[src/logic/mscp_map.svh]
// Register indices, field positions, reset values and timing counts
// Assumes a 10 MHz pclk; byte address of a register is four times its index
`ifndef MSCP_MAP_SVH
`define MSCP_MAP_SVH

`define MSCP_CLK_MHZ       10
`define MSCP_NUM_CFG       12
`define MSCP_IX_CTRL       4'h0
`define MSCP_IX_STOPMIN    4'h1
`define MSCP_IX_ANA_LVL    4'h2
`define MSCP_IX_ANA_FS     4'h3
`define MSCP_IX_PWM_LVL    4'h4
`define MSCP_IX_FRQ_LVL    4'h5
`define MSCP_IX_FRQ_FS     4'h6
`define MSCP_IX_PWM_HOST   4'h7
`define MSCP_IX_HOST_SPD   4'h8
`define MSCP_IX_SLEEP_DLY  4'h9
`define MSCP_IX_FULL_SCALE 4'ha
`define MSCP_IX_RAMP       4'hb
`define MSCP_IX_STAT       4'hc
`define MSCP_IX_REFS       4'hd
`define MSCP_IX_REF2       4'he
`define MSCP_IX_MEAS       4'hf

`define MSCP_CTRL_SRC      0
`define MSCP_CTRL_LOOP     2
`define MSCP_CTRL_RANGE    4
`define MSCP_LO            0
`define MSCP_HI            16
`define MSCP_RAMP_DEC      8

`define MSCP_RST_CTRL      32'h0000_0000
`define MSCP_RST_STOPMIN   32'h0033_0020
`define MSCP_RST_ANA_LVL   32'h00c0_00a0
`define MSCP_RST_ANA_FS    32'h004d_0e00
`define MSCP_RST_PWM_LVL   32'h0014_000a
`define MSCP_RST_FRQ_LVL   32'h0004_0002
`define MSCP_RST_FRQ_FS    32'h0100_0400
`define MSCP_RST_PWM_HOST  32'h0010_0105
`define MSCP_RST_HOST_SPD  32'h0000_0000
`define MSCP_RST_SLEEP_DLY 32'h0000_2710
`define MSCP_RST_FULL      32'h0064_0bb8
`define MSCP_RST_RAMP      32'h0000_0204

`define MSCP_CMD_FULL      10'h3ff
`define MSCP_PWM_LAST      10'h3fe
`define MSCP_FREQ_GATE_US  100000
`define MSCP_FREQ_GATE_CYC (`MSCP_FREQ_GATE_US * `MSCP_CLK_MHZ)
`define MSCP_RAMP_TICK_US  10
`define MSCP_RAMP_TICK_CYC (`MSCP_RAMP_TICK_US * `MSCP_CLK_MHZ)

`endif

[src/logic/mscp_pkg.sv]
// Types shared by the speed command path
// Assumes constants come from mscp_map.svh
`default_nettype none
package mscp_pkg;
  typedef enum logic [1:0] {
    SRC_ANALOG = 2'h0,
    SRC_PWM    = 2'h1,
    SRC_HOST   = 2'h2,
    SRC_FREQ   = 2'h3
  } mscp_src_e;
  typedef enum logic [1:0] {
    LOOP_OPEN  = 2'h0,
    LOOP_SPEED = 2'h1,
    LOOP_POWER = 2'h2,
    LOOP_RSVD  = 2'h3
  } mscp_loop_e;
endpackage : mscp_pkg
`default_nettype wire

[src/logic/mscp_meas_if.sv]
// Speed pin measurement results passed from the pin meter to the core
// Assumes both ends run on pclk
`timescale 1ns/1ns
`default_nettype none
interface mscp_meas_if;
  logic        pin_lvl;
  logic [9:0]  duty;
  logic [15:0] freq;
  logic [1:0]  range;
  modport meas (output pin_lvl, output duty, output freq, input range);
  modport core (input pin_lvl, input duty, input freq, output range);
endinterface : mscp_meas_if
`default_nettype wire

[src/logic/mscp_pin_meas.sv]
// Speed pin synchroniser, duty meter and frequency counter
// Assumes the speed pin is asynchronous to pclk
`include "mscp_map.svh"
`timescale 1ns/1ns
`default_nettype none
module mscp_pin_meas
  import mscp_pkg::*;
#(
  parameter int GATE_CYC = `MSCP_FREQ_GATE_CYC
) (
  // Clock and reset
  input wire logic  pclk,
  input wire logic  presetn,
  // Asynchronous speed pin
  input wire logic  speed_pin,
  // Measurement results
  mscp_meas_if.meas mif
);
  logic [2:0]  sync_q, sync_d;
  logic        lvl_q, lvl_d, tick_w;
  logic [5:0]  presc_q, presc_d, lim_w;
  logic [9:0]  smp_q, smp_d, high_q, high_d, duty_q, duty_d;
  logic [31:0] gate_q, gate_d;
  logic [15:0] edge_q, edge_d, freq_q, freq_d;

  always_comb begin
    sync_d = {sync_q[1:0], speed_pin};
    lvl_d  = (sync_q[1] == sync_q[2]) ? sync_q[2] : lvl_q;
    // Slower sampling widens the window for low input PWM rates
    unique case (mif.range)
      2'h0: lim_w = 6'h00;
      2'h1: lim_w = 6'h03;
      2'h2: lim_w = 6'h0f;
      2'h3: lim_w = 6'h3f;
    endcase
    tick_w  = (presc_q >= lim_w);
    presc_d = tick_w ? 6'h00 : presc_q + 6'h01;
    smp_d   = smp_q;
    high_d  = high_q;
    duty_d  = duty_q;
    if (tick_w && smp_q == `MSCP_PWM_LAST) begin
      duty_d = high_q + {9'h000, lvl_q};
      high_d = 10'h000;
      smp_d  = 10'h000;
    end else if (tick_w) begin
      high_d = high_q + {9'h000, lvl_q};
      smp_d  = smp_q + 10'h001;
    end
    gate_d = gate_q + 32'h0000_0001;
    edge_d = edge_q;
    freq_d = freq_q;
    if (lvl_d && !lvl_q && edge_q != 16'hffff) begin
      edge_d = edge_q + 16'h0001;
    end
    if (gate_q >= 32'(GATE_CYC - 1)) begin
      gate_d = 32'h0000_0000;
      freq_d = edge_d;
      edge_d = 16'h0000;
    end
  end

  always_ff @(posedge pclk or negedge presetn) begin
    if (!presetn) begin
      sync_q  <= 3'h0;
      lvl_q   <= 1'b0;
      presc_q <= 6'h00;
      smp_q   <= 10'h000;
      high_q  <= 10'h000;
      duty_q  <= 10'h000;
      gate_q  <= 32'h0000_0000;
      edge_q  <= 16'h0000;
      freq_q  <= 16'h0000;
    end else begin
      sync_q  <= sync_d;
      lvl_q   <= lvl_d;
      presc_q <= presc_d;
      smp_q   <= smp_d;
      high_q  <= high_d;
      duty_q  <= duty_d;
      gate_q  <= gate_d;
      edge_q  <= edge_d;
      freq_q  <= freq_d;
    end
  end

  assign mif.pin_lvl = lvl_q;
  assign mif.duty    = duty_q;
  assign mif.freq    = freq_q;
endmodule : mscp_pin_meas
`default_nettype wire

[src/logic/mscp_ramp.sv]
// Slew limiter that walks the applied duty toward its target
// Assumes target and limits are registered on pclk
`include "mscp_map.svh"
`timescale 1ns/1ns
`default_nettype none
module mscp_ramp #(
  parameter int W        = 10,
  parameter int TICK_CYC = `MSCP_RAMP_TICK_CYC
) (
  // Clock and reset
  input  wire logic         pclk,
  input  wire logic         presetn,
  // Target and step limits per tick, zero means jump
  input  wire logic [W-1:0] target,
  input  wire logic [7:0]   accel,
  input  wire logic [7:0]   decel,
  // Applied duty
  output logic [W-1:0]      applied
);
  logic [15:0]  tick_q, tick_d;
  logic [W-1:0] duty_q, duty_d, diff_w;
  logic         tick_w;

  always_comb begin
    tick_w = (tick_q >= 16'(TICK_CYC - 1));
    tick_d = tick_w ? 16'h0000 : tick_q + 16'h0001;
    diff_w = (target > duty_q) ? target - duty_q : duty_q - target;
    duty_d = duty_q;
    // Slow decel keeps regenerated energy off the supply rail
    if (tick_w && target > duty_q) begin
      duty_d = (accel == 8'h00 || diff_w <= W'(accel)) ? target : duty_q + W'(accel);
    end else if (tick_w && target < duty_q) begin
      duty_d = (decel == 8'h00 || diff_w <= W'(decel)) ? target : duty_q - W'(decel);
    end
  end

  always_ff @(posedge pclk or negedge presetn) begin
    if (!presetn) begin
      tick_q <= 16'h0000;
      duty_q <= '0;
    end else begin
      tick_q <= tick_d;
      duty_q <= duty_d;
    end
  end

  assign applied = duty_q;
endmodule : mscp_ramp
`default_nettype wire

[src/logic/mscp_top.sv]
// Speed command path: APB registers, source selection and conversion,
// standby and sleep, loop reference mapping and the applied output duty.
// Assumes APB and the ADC code are on pclk; the speed pin is asynchronous.
`include "mscp_map.svh"
`timescale 1ns/1ns
`default_nettype none

module mscp_top
  import mscp_pkg::*;
#(
  parameter int FREQ_GATE_CYC = `MSCP_FREQ_GATE_CYC
) (
  // Clock and reset
  input  wire logic        pclk,
  input  wire logic        presetn,
  // APB slave
  input  wire logic        psel,
  input  wire logic        penable,
  input  wire logic        pwrite,
  input  wire logic [7:0]  paddr,
  input  wire logic [31:0] pwdata,
  output logic [31:0]      prdata,
  output logic             pready,
  output logic             pslverr,
  // Speed inputs
  input  wire logic        speed_pin,
  input  wire logic [11:0] adc_code,
  // Command path results
  output logic [9:0]       duty_command,
  output logic [9:0]       target_output_duty,
  output logic [15:0]      speed_reference,
  output logic [15:0]      power_reference,
  output logic [9:0]       applied_output_duty,
  output logic             standby,
  output logic             sleep_mode,
  output logic             motor_stopped
);
  localparam logic [31:0] CFG_RST [`MSCP_NUM_CFG] = '{
    `MSCP_RST_CTRL, `MSCP_RST_STOPMIN, `MSCP_RST_ANA_LVL, `MSCP_RST_ANA_FS,
    `MSCP_RST_PWM_LVL, `MSCP_RST_FRQ_LVL, `MSCP_RST_FRQ_FS, `MSCP_RST_PWM_HOST,
    `MSCP_RST_HOST_SPD, `MSCP_RST_SLEEP_DLY, `MSCP_RST_FULL, `MSCP_RST_RAMP};

  mscp_meas_if mif ();

  logic [31:0] cfg_q [`MSCP_NUM_CFG];
  logic [31:0] cfg_d [`MSCP_NUM_CFG];
  logic [31:0] prdata_q, prdata_d, rd_w;
  logic        pready_q, pready_d, pslverr_q, pslverr_d;
  logic [3:0]  idx_w;
  logic        setup_w, err_w, wr_w;
  mscp_src_e   src_w;
  mscp_loop_e  loop_w;
  logic [9:0]  stop_w, min_w, pwm_ent_w, pwm_exit_w, host_sb_w, host_w;
  logic [11:0] ana_ent_w, ana_exit_w, ana_fs_w;
  logic [15:0] ana_slope_w, pwm_slope_w, frq_ent_w, frq_exit_w, frq_fs_w;
  logic [15:0] frq_slope_w, fs_spd_w, fs_pwr_w, x_w;
  logic [23:0] dly_w, zcnt_q, zcnt_d;
  logic [7:0]  acc_w, dec_w;
  logic        sb_q, sb_d, sleep_q, sleep_d, stop_q, stop_d;
  logic [9:0]  cmd_q, cmd_d, tgt_q, tgt_d, ramp_q, ramp_d, eff_w, applied_w;
  logic [15:0] spd_q, spd_d, pwr_q, pwr_d;

  function automatic logic [9:0] lin_map(input logic [15:0] x, input logic [15:0] ex,
                                         input logic [15:0] fs, input logic [15:0] slope);
    logic [31:0] p;
    p = ({16'h0000, x - ex} * {16'h0000, slope}) >> 8;
    if (x >= fs) begin
      lin_map = `MSCP_CMD_FULL;
    end else if (x < ex) begin
      lin_map = 10'h000;
    end else begin
      lin_map = (p > {22'h00_0000, `MSCP_CMD_FULL}) ? `MSCP_CMD_FULL : p[9:0];
    end
  endfunction : lin_map

  // Full command maps exactly onto full scale, not one step short
  function automatic logic [15:0] mul_ref(input logic [9:0] eff, input logic [15:0] fs);
    logic [31:0] p;
    p = {22'h00_0000, eff} * {16'h0000, fs};
    mul_ref = (eff == `MSCP_CMD_FULL) ? fs : p[25:10];
  endfunction : mul_ref

  assign src_w       = mscp_src_e'(cfg_q[`MSCP_IX_CTRL][`MSCP_CTRL_SRC +: 2]);
  assign loop_w      = mscp_loop_e'(cfg_q[`MSCP_IX_CTRL][`MSCP_CTRL_LOOP +: 2]);
  assign mif.range   = cfg_q[`MSCP_IX_CTRL][`MSCP_CTRL_RANGE +: 2];
  assign stop_w      = cfg_q[`MSCP_IX_STOPMIN][`MSCP_LO +: 10];
  assign min_w       = cfg_q[`MSCP_IX_STOPMIN][`MSCP_HI +: 10];
  assign ana_ent_w   = cfg_q[`MSCP_IX_ANA_LVL][`MSCP_LO +: 12];
  assign ana_exit_w  = cfg_q[`MSCP_IX_ANA_LVL][`MSCP_HI +: 12];
  assign ana_fs_w    = cfg_q[`MSCP_IX_ANA_FS][`MSCP_LO +: 12];
  assign ana_slope_w = cfg_q[`MSCP_IX_ANA_FS][`MSCP_HI +: 16];
  assign pwm_ent_w   = cfg_q[`MSCP_IX_PWM_LVL][`MSCP_LO +: 10];
  assign pwm_exit_w  = cfg_q[`MSCP_IX_PWM_LVL][`MSCP_HI +: 10];
  assign frq_ent_w   = cfg_q[`MSCP_IX_FRQ_LVL][`MSCP_LO +: 16];
  assign frq_exit_w  = cfg_q[`MSCP_IX_FRQ_LVL][`MSCP_HI +: 16];
  assign frq_fs_w    = cfg_q[`MSCP_IX_FRQ_FS][`MSCP_LO +: 16];
  assign frq_slope_w = cfg_q[`MSCP_IX_FRQ_FS][`MSCP_HI +: 16];
  assign pwm_slope_w = cfg_q[`MSCP_IX_PWM_HOST][`MSCP_LO +: 16];
  assign host_sb_w   = cfg_q[`MSCP_IX_PWM_HOST][`MSCP_HI +: 10];
  assign host_w      = cfg_q[`MSCP_IX_HOST_SPD][`MSCP_LO +: 10];
  assign dly_w       = cfg_q[`MSCP_IX_SLEEP_DLY][`MSCP_LO +: 24];
  assign fs_spd_w    = cfg_q[`MSCP_IX_FULL_SCALE][`MSCP_LO +: 16];
  assign fs_pwr_w    = cfg_q[`MSCP_IX_FULL_SCALE][`MSCP_HI +: 16];
  assign acc_w       = cfg_q[`MSCP_IX_RAMP][`MSCP_LO +: 8];
  assign dec_w       = cfg_q[`MSCP_IX_RAMP][`MSCP_RAMP_DEC +: 8];

  // No wait state; read data and the answer are registered in the setup cycle so they come from flops
  always_comb begin
    idx_w   = paddr[5:2];
    setup_w = psel & ~penable;
    err_w   = (paddr[7:6] != 2'h0) | (paddr[1:0] != 2'h0) |
              (pwrite & (idx_w >= `MSCP_IX_STAT));
    unique case (idx_w)
      `MSCP_IX_STAT: rd_w = {16'h0000, 3'h0, stop_q, sleep_q, sb_q, cmd_q};
      `MSCP_IX_REFS: rd_w = {6'h00, applied_w, 6'h00, tgt_q};
      `MSCP_IX_REF2: rd_w = {pwr_q, spd_q};
      `MSCP_IX_MEAS: rd_w = {mif.freq, 6'h00, mif.duty};
      default:       rd_w = cfg_q[idx_w];
    endcase
    prdata_d  = setup_w ? (err_w ? 32'h0000_0000 : rd_w) : prdata_q;
    pready_d  = setup_w;
    pslverr_d = setup_w & err_w;
    wr_w      = psel & penable & pready_q & pwrite & ~pslverr_q;
    cfg_d     = cfg_q;
    if (wr_w) begin
      cfg_d[idx_w] = pwdata;
    end
  end

  always_ff @(posedge pclk or negedge presetn) begin
    if (!presetn) begin
      prdata_q  <= 32'h0000_0000;
      pready_q  <= 1'b0;
      pslverr_q <= 1'b0;
      cfg_q     <= CFG_RST;
    end else begin
      prdata_q  <= prdata_d;
      pready_q  <= pready_d;
      pslverr_q <= pslverr_d;
      cfg_q     <= cfg_d;
    end
  end

  // Source selection; sb_q gives hysteresis between entry and exit levels for the analog, PWM and frequency sources
  always_comb begin
    sb_d    = sb_q;
    sleep_d = 1'b0;
    zcnt_d  = 24'h00_0000;
    cmd_d   = 10'h000;
    x_w     = 16'h0000;
    unique case (src_w)
      SRC_ANALOG: begin
        x_w = {4'h0, adc_code};
        if (adc_code <= ana_ent_w) begin
          sb_d = 1'b1;
        end else if (adc_code >= ana_exit_w) begin
          sb_d = 1'b0;
        end
        cmd_d = sb_d ? 10'h000 : lin_map(x_w, {4'h0, ana_exit_w}, {4'h0, ana_fs_w},
                                         ana_slope_w);
      end
      SRC_PWM: begin
        x_w = {6'h00, mif.duty};
        if (mif.duty <= pwm_ent_w) begin
          sb_d = 1'b1;
        end else if (mif.duty >= pwm_exit_w) begin
          sb_d = 1'b0;
        end
        cmd_d = sb_d ? 10'h000 : lin_map(x_w, {6'h00, pwm_exit_w},
                                         {6'h00, `MSCP_CMD_FULL}, pwm_slope_w);
      end
      SRC_HOST: begin
        zcnt_d = (host_w != 10'h000) ? 24'h00_0000 :
                 (zcnt_q == 24'hff_ffff) ? zcnt_q : zcnt_q + 24'h00_0001;
        sleep_d = sleep_q;
        if (sleep_q && mif.pin_lvl) begin
          sleep_d = 1'b0;
        end else if (!mif.pin_lvl && host_w == 10'h000 && zcnt_q > dly_w) begin
          sleep_d = 1'b1;
        end
        sb_d  = (host_w <= host_sb_w) && mif.pin_lvl;
        cmd_d = (sleep_d || sb_d) ? 10'h000 : host_w;
      end
      SRC_FREQ: begin
        x_w = mif.freq;
        if (mif.freq <= frq_ent_w) begin
          sb_d = 1'b1;
        end else if (mif.freq >= frq_exit_w) begin
          sb_d = 1'b0;
        end
        cmd_d = sb_d ? 10'h000 : lin_map(x_w, frq_exit_w, frq_fs_w, frq_slope_w);
      end
    endcase
  end

  // Reference mapping from the registered command
  always_comb begin
    stop_d = (cmd_q < stop_w);
    eff_w  = (cmd_q < min_w) ? min_w : cmd_q;
    tgt_d  = 10'h000;
    spd_d  = 16'h0000;
    pwr_d  = 16'h0000;
    ramp_d = stop_d ? 10'h000 : eff_w;
    if (!stop_d) begin
      unique case (loop_w)
        LOOP_OPEN:  tgt_d = eff_w;
        LOOP_SPEED: spd_d = mul_ref(eff_w, fs_spd_w);
        LOOP_POWER: pwr_d = mul_ref(eff_w, fs_pwr_w);
        LOOP_RSVD:  tgt_d = eff_w;
      endcase
    end
  end

  always_ff @(posedge pclk or negedge presetn) begin
    if (!presetn) begin
      sb_q    <= 1'b1;
      sleep_q <= 1'b0;
      zcnt_q  <= 24'h00_0000;
      cmd_q   <= 10'h000;
      stop_q  <= 1'b1;
      tgt_q   <= 10'h000;
      spd_q   <= 16'h0000;
      pwr_q   <= 16'h0000;
      ramp_q  <= 10'h000;
    end else begin
      sb_q    <= sb_d;
      sleep_q <= sleep_d;
      zcnt_q  <= zcnt_d;
      cmd_q   <= cmd_d;
      stop_q  <= stop_d;
      tgt_q   <= tgt_d;
      spd_q   <= spd_d;
      pwr_q   <= pwr_d;
      ramp_q  <= ramp_d;
    end
  end

  mscp_pin_meas #(
    .GATE_CYC (FREQ_GATE_CYC)
  ) u_meas (
    .pclk      (pclk),
    .presetn   (presetn),
    .speed_pin (speed_pin),
    .mif       (mif)
  );

  mscp_ramp #(
    .W (10)
  ) u_ramp (
    .pclk    (pclk),
    .presetn (presetn),
    .target  (ramp_q),
    .accel   (acc_w),
    .decel   (dec_w),
    .applied (applied_w)
  );

  assign prdata              = prdata_q;
  assign pready              = pready_q;
  assign pslverr             = pslverr_q;
  assign duty_command        = cmd_q;
  assign target_output_duty  = tgt_q;
  assign speed_reference     = spd_q;
  assign power_reference     = pwr_q;
  assign applied_output_duty = applied_w;
  assign standby             = sb_q;
  assign sleep_mode          = sleep_q;
  assign motor_stopped       = stop_q;
endmodule : mscp_top
`default_nettype wire

[config.mk]
export PLATFORM = sky130hd
export DESIGN_NAME = mscp_top
export DESIGN_NICKNAME = d
export VERILOG_FILES = /design/src/logic/mscp_pkg.sv /design/src/logic/mscp_meas_if.sv /design/src/logic/mscp_pin_meas.sv /design/src/logic/mscp_ramp.sv /design/src/logic/mscp_top.sv
export VERILOG_INCLUDE_DIRS = /design/src /design/src/logic
export SDC_FILE = /design/constraint.sdc
export NUM_CORES = 2
export LEC_CHECK = 0
export CAP_MARGIN = 5
export CELL_PAD_IN_SITES_DETAIL_PLACEMENT = 0
export CELL_PAD_IN_SITES_GLOBAL_PLACEMENT = 2
export CORE_ASPECT_RATIO = 1.75
export CORE_UTILIZATION = 44
export DETAILED_ROUTE_END_ITERATION = 8
export DONT_BUFFER_PORTS = 1
export HOLD_SLACK_MARGIN = 0.1
export PLACE_DENSITY = 0.87
export SLEW_MARGIN = 20
export SYNTH_ARGS = -nofsm -noshare
export SYNTH_HDL_FRONTEND = slang
export SYNTH_HIERARCHICAL = 1
export SYNTH_SLANG_ARGS = --single-unit
export TNS_END_PERCENT = 1
[constraint.sdc]
create_clock -name pclk -period 10.55 [get_ports pclk]
set_clock_uncertainty 0.05 [all_clocks]
set_input_delay 1.055 -clock pclk [delete_from_list [all_inputs] [get_ports pclk]]
set_output_delay 1.055 -clock pclk [all_outputs]
set_load 0.05 [all_outputs]
Word level (Yosys, flattened, before mapping):

Cells that the tools add are included.

* logic and storage cells: 205
* input bits: 58
* RAM bits: 0
* latch bits: 0
* memories kept: 0
* output and inout bits: 99
* register bits after elaboration: 637
* bits in read-only memories: 0

* muxes and demuxes: 65
* shift operators: 0
* multiply operators: 5
* equality and inequality tests: 19
* divide/modulo/power cells: 0
* bitwise gates (word level): 12
* reduce and logical (&&, ||, !) cells: 26
* $lt $le $gt $ge: 29
* add/subtract/negate cells: 14

Operator list (number)
* 384-bit bitwise mux: 1
* 10-bit 2-to-1 mux: 26
* 32-bit 2-to-1 mux: 5
* 16-bit 2-to-1 mux: 9
* 32-bit binary-select mux with 4-bit select: 1
* 32-bit demux with 4-bit select: 1
* 32-bit case mux with 4 select lines: 1
* 16-bit by 16-bit multiplier with 32-bit output: 3
* 24-bit by 10-bit > comparator with 1-bit output (second input constant): 3
* 24-bit 2-to-1 mux: 3
* 10-bit by 16-bit multiplier with 26-bit output: 2
* 10-bit less-than comparator: 4
* 10-bit case mux with 4 select lines: 1
* 16-bit by 1-bit adder with 16-bit output (second input constant): 2
* 32-bit by 1-bit adder with 32-bit output (second input constant): 1
* 16-bit greater-or-equal comparator: 2
* 32-bit by 20-bit greater-or-equal comparator with 1-bit output (second input constant): 1
* 24-bit by 1-bit adder with 24-bit output (second input constant): 1
* 24-bit equality test (second input constant): 1
* 12-bit greater-or-equal comparator: 2
* 24-bit > comparator: 1
* 6-bit case mux with 4 select lines: 1
* 10-bit equality test (second input constant): 2
* 10-bit less-or-equal comparator: 2
* 44 further kinds: 94

Longest topological paths before layout:

* depth after elaboration: 9
* gate-level depth with buffers: 38
* gate-level depth less buffers: 37

Hierarchy:

Netlist, hierarchy kept.

By module, submodules not included
* mscp_top: times used 1, area an instance 61029.8 um^2, cells an instance 6173, seq. area each 12746.0 um^2
* mscp_pin_meas: times used 1, area an instance 4813.4 um^2, cells an instance 460, seq. area each 2602.5 um^2
* mscp_ramp: times used 1, area an instance 3296.9 um^2, cells an instance 405, seq. area each 650.6 um^2

Worst setup path before layout:

No wires, ideal clock.

* kind: input-to-reg
* start: in adc_code[0]
* end: reg cmd_q[8], in the netlist duty_command[8]
* stages on the path: 38
* arrival: 9.469 ns
* required time: 10.366 ns
* buffers on the path: 1
* slack: 0.896 ns
* library setup time: 0.134 ns
* path through: inv_1 -> ha_1 -> fa_1 -> nor2b_1 -> o21ai_0 -> a21boi_0 -> o21ai_0 -> a21boi_0 -> o21ai_0 -> a21boi_0 -> o21a_1 -> nor2_1 -> xnor2_1 -> clkbuf_1 -> nand2_1 -> fa_1 -> inv_1 -> fa_1 -> [2 not listed] -> inv_1 -> fa_1 -> inv_1 -> fa_1 -> fa_1 -> inv_1 -> ha_1 -> a21o_1 -> a21o_1 -> o22a_1 -> and2_1 -> a41o_1 -> or3_1 -> a2bb2o_1 -> nor4_2 -> nand3b_2 -> o31ai_1 -> nand4_1

* cells in the longest elaborated chain, start to end: 8
* elaborated cells between the ends (all ways): 15
* those cells by class: add/sub: 1; mul: 1; order compare: 5; mux: 8

RTL lines
* start, declared: RTL line mscp_top.sv:27 `input wire logic [11:0] adc_code,`
* 12-bit by 12-bit subtractor with 13-bit output: RTL line mscp_top.sv:66 `p = ({16'h0000, x - ex} * {16'h0000, slope}) >> 8;`
* 16-bit by 16-bit multiplier with 32-bit output: RTL line mscp_top.sv:66
* 24-bit by 10-bit > comparator with 1-bit output: RTL line mscp_top.sv:72 `` lin_map = (p > {22'h00_0000, `MSCP_CMD_FULL}) ? `MSCP_CMD_FULL : p[9:0]; ``
* 10-bit 2-to-1 mux: RTL line mscp_top.sv:72
* 10-bit 2-to-1 mux: RTL line mscp_top.sv:69 `end else if (x < ex) begin`
* 10-bit 2-to-1 mux: RTL line mscp_top.sv:67 `if (x >= fs) begin`
* 10-bit 2-to-1 mux *: RTL line mscp_top.sv:159 `cmd_d = sb_d ? 10'h000 : lin_map(x_w, {4'h0, ana_exit_w}, {4'h0, ana_fs_w},`
* 10-bit case mux with 4 select lines *: RTL line mscp_top.sv:151 `unique case (src_w)`
* via cmd_d[8]: RTL line mscp_top.sv:60 `logic [9:0] cmd_q, cmd_d, tgt_q, tgt_d, ramp_q, ramp_d, eff_w, applied_w;`
* end signal, assigned: RTL line mscp_top.sv:229 `cmd_q <= cmd_d;`
* end, declared: RTL line mscp_top.sv:60

The timed path passes the listed nets; every way through them passes the cells marked *. The select of a mux whose other input is x is not followed.
A chain may end at the register's enable or synchronous reset.

Worst setup path after layout:

* start: reg u_meas.freq_q[0], in the netlist u_meas/mif.freq[0]
* end: reg cmd_q[5], in the netlist duty_command[5]

* cells in the longest elaborated chain, start to end: 8
* elaborated cells between the ends (all ways): 15
* those cells by class: add/sub: 1; mul: 1; order compare: 5; mux: 8

RTL lines
* start, declared: RTL line mscp_pin_meas.sv:24 `logic [15:0] edge_q, edge_d, freq_q, freq_d;`
* start signal, assigned: RTL line mscp_pin_meas.sv:82 `freq_q <= freq_d;`
* 16-bit subtractor: RTL line mscp_top.sv:66
* 16-bit by 16-bit multiplier with 32-bit output: RTL line mscp_top.sv:66
* 24-bit by 10-bit > comparator with 1-bit output: RTL line mscp_top.sv:72
* 10-bit 2-to-1 mux: RTL line mscp_top.sv:72
* 10-bit 2-to-1 mux: RTL line mscp_top.sv:69
* 10-bit 2-to-1 mux: RTL line mscp_top.sv:67
* 10-bit 2-to-1 mux *: RTL line mscp_top.sv:191 `cmd_d = sb_d ? 10'h000 : lin_map(x_w, frq_exit_w, frq_fs_w, frq_slope_w);`
* 10-bit case mux with 4 select lines *: RTL line mscp_top.sv:151
* via cmd_d[5]: RTL line mscp_top.sv:60

Marked as above.

==> summary.txt <==
Critical path
  – Reg2reg end: duty_command[5]$_DFF_PN0_
  – CP startpoint: u_meas/mif.freq[0]$_DFFE_PN0N_
  – Slowest-stage cell, CP: or4b_2
  – Data arrival, critical path: 10.27 ns
  – CP max FO: 16
  – Max incr delay on CP: 0.61 ns
  – Setup crit end: duty_command[5]$_DFF_PN0_
  – CP endpoint kind: flip-flop
  – Worst Path Required: 11.03 ns
  – Reg-to-reg startpoint: u_meas/mif.freq[0]$_DFFE_PN0N_
  – Reg2reg path depth: 36
  – WS Path Type: reg -> reg
  – R2r setup slk: 0.76 ns
  – CP most frequent cell: fa_1
  – Critical path startpoint category: flip-flop

Power and ir drop
  – Power density cells: 112 mW/mm^2
  – Worst vdd ir: 0.000182 V
  – Comb pwr share: 0.372
  – Total power: 8.26 mW
  – Internal power: 5.01 mW
  – Switching Share: 0.394
  – Leakage: 36.5 nW
  – Reg power frac: 0.345
  – Sw power: 3.26 mW
  – Clock power frac: 0.283

Place
  – Number of port buffers: 0
  – DP HPWL: 175000 um
  – Final RePlAce weighted congestion: 0.962

Route
  – Iteration count of the initial detailed-routing pass: 7
  – Vias: 51000
  – Post-DRT Antenna Nets: 0
  – Met3 wire length: 12900 um
  – WL final: 224000 um
  – Vias per cell: 5.66
  – Iteration-0 DRC Markers: 3060
  – Met2 WL: 117000 um
  – Avg WL per Cell: 24.9 um
  – DRC viols: 12
  – Routed metal-1 wire length: 77300 um
  – Top routing layer used: met5

Yosys
  – Number of synthesized flops with an enable pin: 0
  – Mapped Area: 0.0691 sq mm
  – Synth Area in XOR/XNOR: 0.0225
  – Cell count after synthesis: 7038
  – Mean Syn Cell Area: 9.82 sq um
  – Simple logic cell fraction of the synthesized area: 0.140
  – Top_reg_cell synth: dfrtp_1
  – Synth area leaders: fa_1 23%, dfrtp_1 21%, ha_1 12%, inv_1 6.1%, mux2_2 5.8%
  – FFs w/ async S/R, synth: 1.00
  – Synth Area in Compound Gates: 0.0767
  – Warnings from Yosys: 6
  – Post-synthesis mux area share: 0.103
  – Yosys cell types: 108
  – Largest family of logic cells by synthesized area: adder cells
  – Register area share after synthesis: 0.231
  – Adder-cell area share of the yosys netlist: 0.346
  – Seq cells post-synth: 637
  – Yosys top cell area share: 0.228
  – Cell accounting for the most synthesized area: fa_1

STA
  – Max transition margin: 0.231
  – Crit share post-route: 0.928
  – RSZ-0062 raised after global routing: false
  – Tmin final: 9.79 ns
  – Peak Freq: 102 MHz
  – Setup TNS: 0 ns
  – Final Hold Fails: 0
  – Final setup viols: 0
  – Tightest Pin Transition: 1.15 ns
  – Slew Limit Fails: 0

CTS
  – Root Driver: clkbuf_16
  – Clk slew on worst S/H paths: 0.08 ns
  – Post-CTS setup repair buffer count: 0
  – Max clock buf depth: 3
  – TritonCTS Buffers: 59
  – Clock latency at the later pin of the worst-skew pair: 0.68 ns
  – CTS tree: done
  – Clock net sink count: 637
  – H-Tree Depth: 2

Global routing
  – Total global routing overflow: 0
  – Global-route wire length before repair: 342000 um
  – Pin count of the biggest net entering global routing: 582
  – Total Routing Usage GR: 0.289
  – Vias in the first global route: 55800
  – Initial antenna violation count: 10

Finish
  – Net count, final: 8396
  – Fill cells: 14900
  – Area growth from synthesis to layout: 6.51%
  – Layout cell share with drive strength beyond 1: 0.117

Floorplan
  – Die span in x: 302 um
  – Die Y: 526 um
  – Die ar.: 0.159 sq mm
  – Row cnt: 192
  – # IOs: 157
  – Total core area: 0.156 sq mm
  – Starting Density: 0.443

Status
  – Status: finished with violations
  – Failing checks: DRC

Flow run
  – Number of max-cap violations: 0

Worst hold path
  – Worst min-delay path class: in -> async
-- layer usage --
layer  GRT usage  vias up
met3      0.0492      502
met1       0.306    26400
met4       0.193        4
met2       0.519     1447
li1            -    22600
met5     0.00124        -
-- power groups by stage --
stage	Sequential [mW]	Combinational, mW	Clock (mW)
after global placement	2.89	2.96	0
after CTS	2.85	3.03	2.38
after global routing	2.86	3.39	2.45
final	2.85	3.07	2.34
after floorplan	2.82	2.09	0
after detailed placement	2.89	3.00	0
-- placed cells by master (no fill, tap or decap), drive strengths merged, types with 59 or more instances in the layout --
cell type,netlist,routed
a21oi,218,218
nand2,806,806
nand2b,59,59
mux4,116,116
xor2,71,71
a21o,80,80
o21ai,223,223
xnor2,107,107
nand4,68,68
nor2b,128,128
mux2,357,357
and2,353,353
dfrtp,590,590
buf,65,114
ha,650,650
nand3,117,117
nor2,261,261
fa,787,787
inv,1123,1131
clkbuf,270,72
-- cells in the mapped netlist (127+ instances only) --
cell and number:
dfrtp_1 590, a21oi_1 218, o21ai_0 215, inv_1 1123
fa_1 787, and2_1 352, mux2_2 357, ha_1 650
nor2b_1 127, nand2_1 806, clkbuf_1 268, nor2_1 260
-- logic make-up (layout without fill, tap and decap cells) --
kind of cell	after synthesis	after routing
XOR/XNOR	178	178
AND/OR/NAND/NOR	1985	1985
other	2	34
buffers and inverters	1458	1351
multiplexers	524	524
adder cells (fa/ha/maj)	1438	1438
AO/OA/AOI/OAI	816	816
flip-flops	637	637
-- metrics by stage --
step                worst slack (ns)   util  std cells  instance area (sq um)  hold slack (ns)
finish                         0.760  0.472       9000                  73600            0.171
detailed placement             0.463  0.457       8868                  71400            0.296
CTS                            0.579  0.471       8982                  73500            0.107
global route                  0.0734  0.471       8991                  73600            0.177
global placement               0.467  0.457       8868                  71400            0.302
floorplan                      0.896      -       7057                  69200            0.281
-- state kept, by name, indices dropped and copies added, names as in the netlist, 16 cells and up --
signal	cells
ana_slope_w	16
cfg_q	324
power_reference	16
prdata	32
speed_reference	16
u_meas/edge_q	16
u_meas/gate_q	32
u_meas/mif.freq	16
u_ramp/tick_q	16
zcnt_q	24
-- area by class of cell --
class / count / area, sq um / area share
Multi-Input combinational cell: 4962 / 47800 / 0.649
Inverter: 1123 / 4220 / 0.0572
Clock inverter: 38 / 459 / 0.00624
Timing Repair Buffer: 118 / 1000 / 0.0136
Antenna cell: 13 / 32.5 / 0.000442
Sequential cell: 637 / 16000 / 0.217
Tap cell: 2037 / 2550 / 0.0346
Clock buffer: 72 / 1580 / 0.0214
-- worst min path at each step --
stage / endpoint / slack (ns)
global placement: u_meas/sync_q[1]$_DFF_PN0_ / 0.30
CTS: u_meas/edge_q[15]$_DFF_PN0_ / 0.11
detailed placement: u_meas/sync_q[1]$_DFF_PN0_ / 0.30
finish: u_meas/gate_q[4]$_DFF_PN0_ / 0.17
global route: u_meas/gate_q[4]$_DFF_PN0_ / 0.18
floorplan: u_meas/sync_q[1]$_DFF_PN0_ / 0.28
-- critical path: cells and delay by family (launching register included) --
family,cells,cell delay (ns)
compound gates,13,2.66
fa+ha+maj,8,3.66
buf+inv,6,0.85
flops,1,0.45
simple gates,9,1.98
-- repair_timing --
item,CTS,global route
hold buffers,4,1
endpoints found under the hold margin,41,6
endpoints found under the setup margin,0,8
resized for setup,0,3
Power figures use the tool's default switching activity.
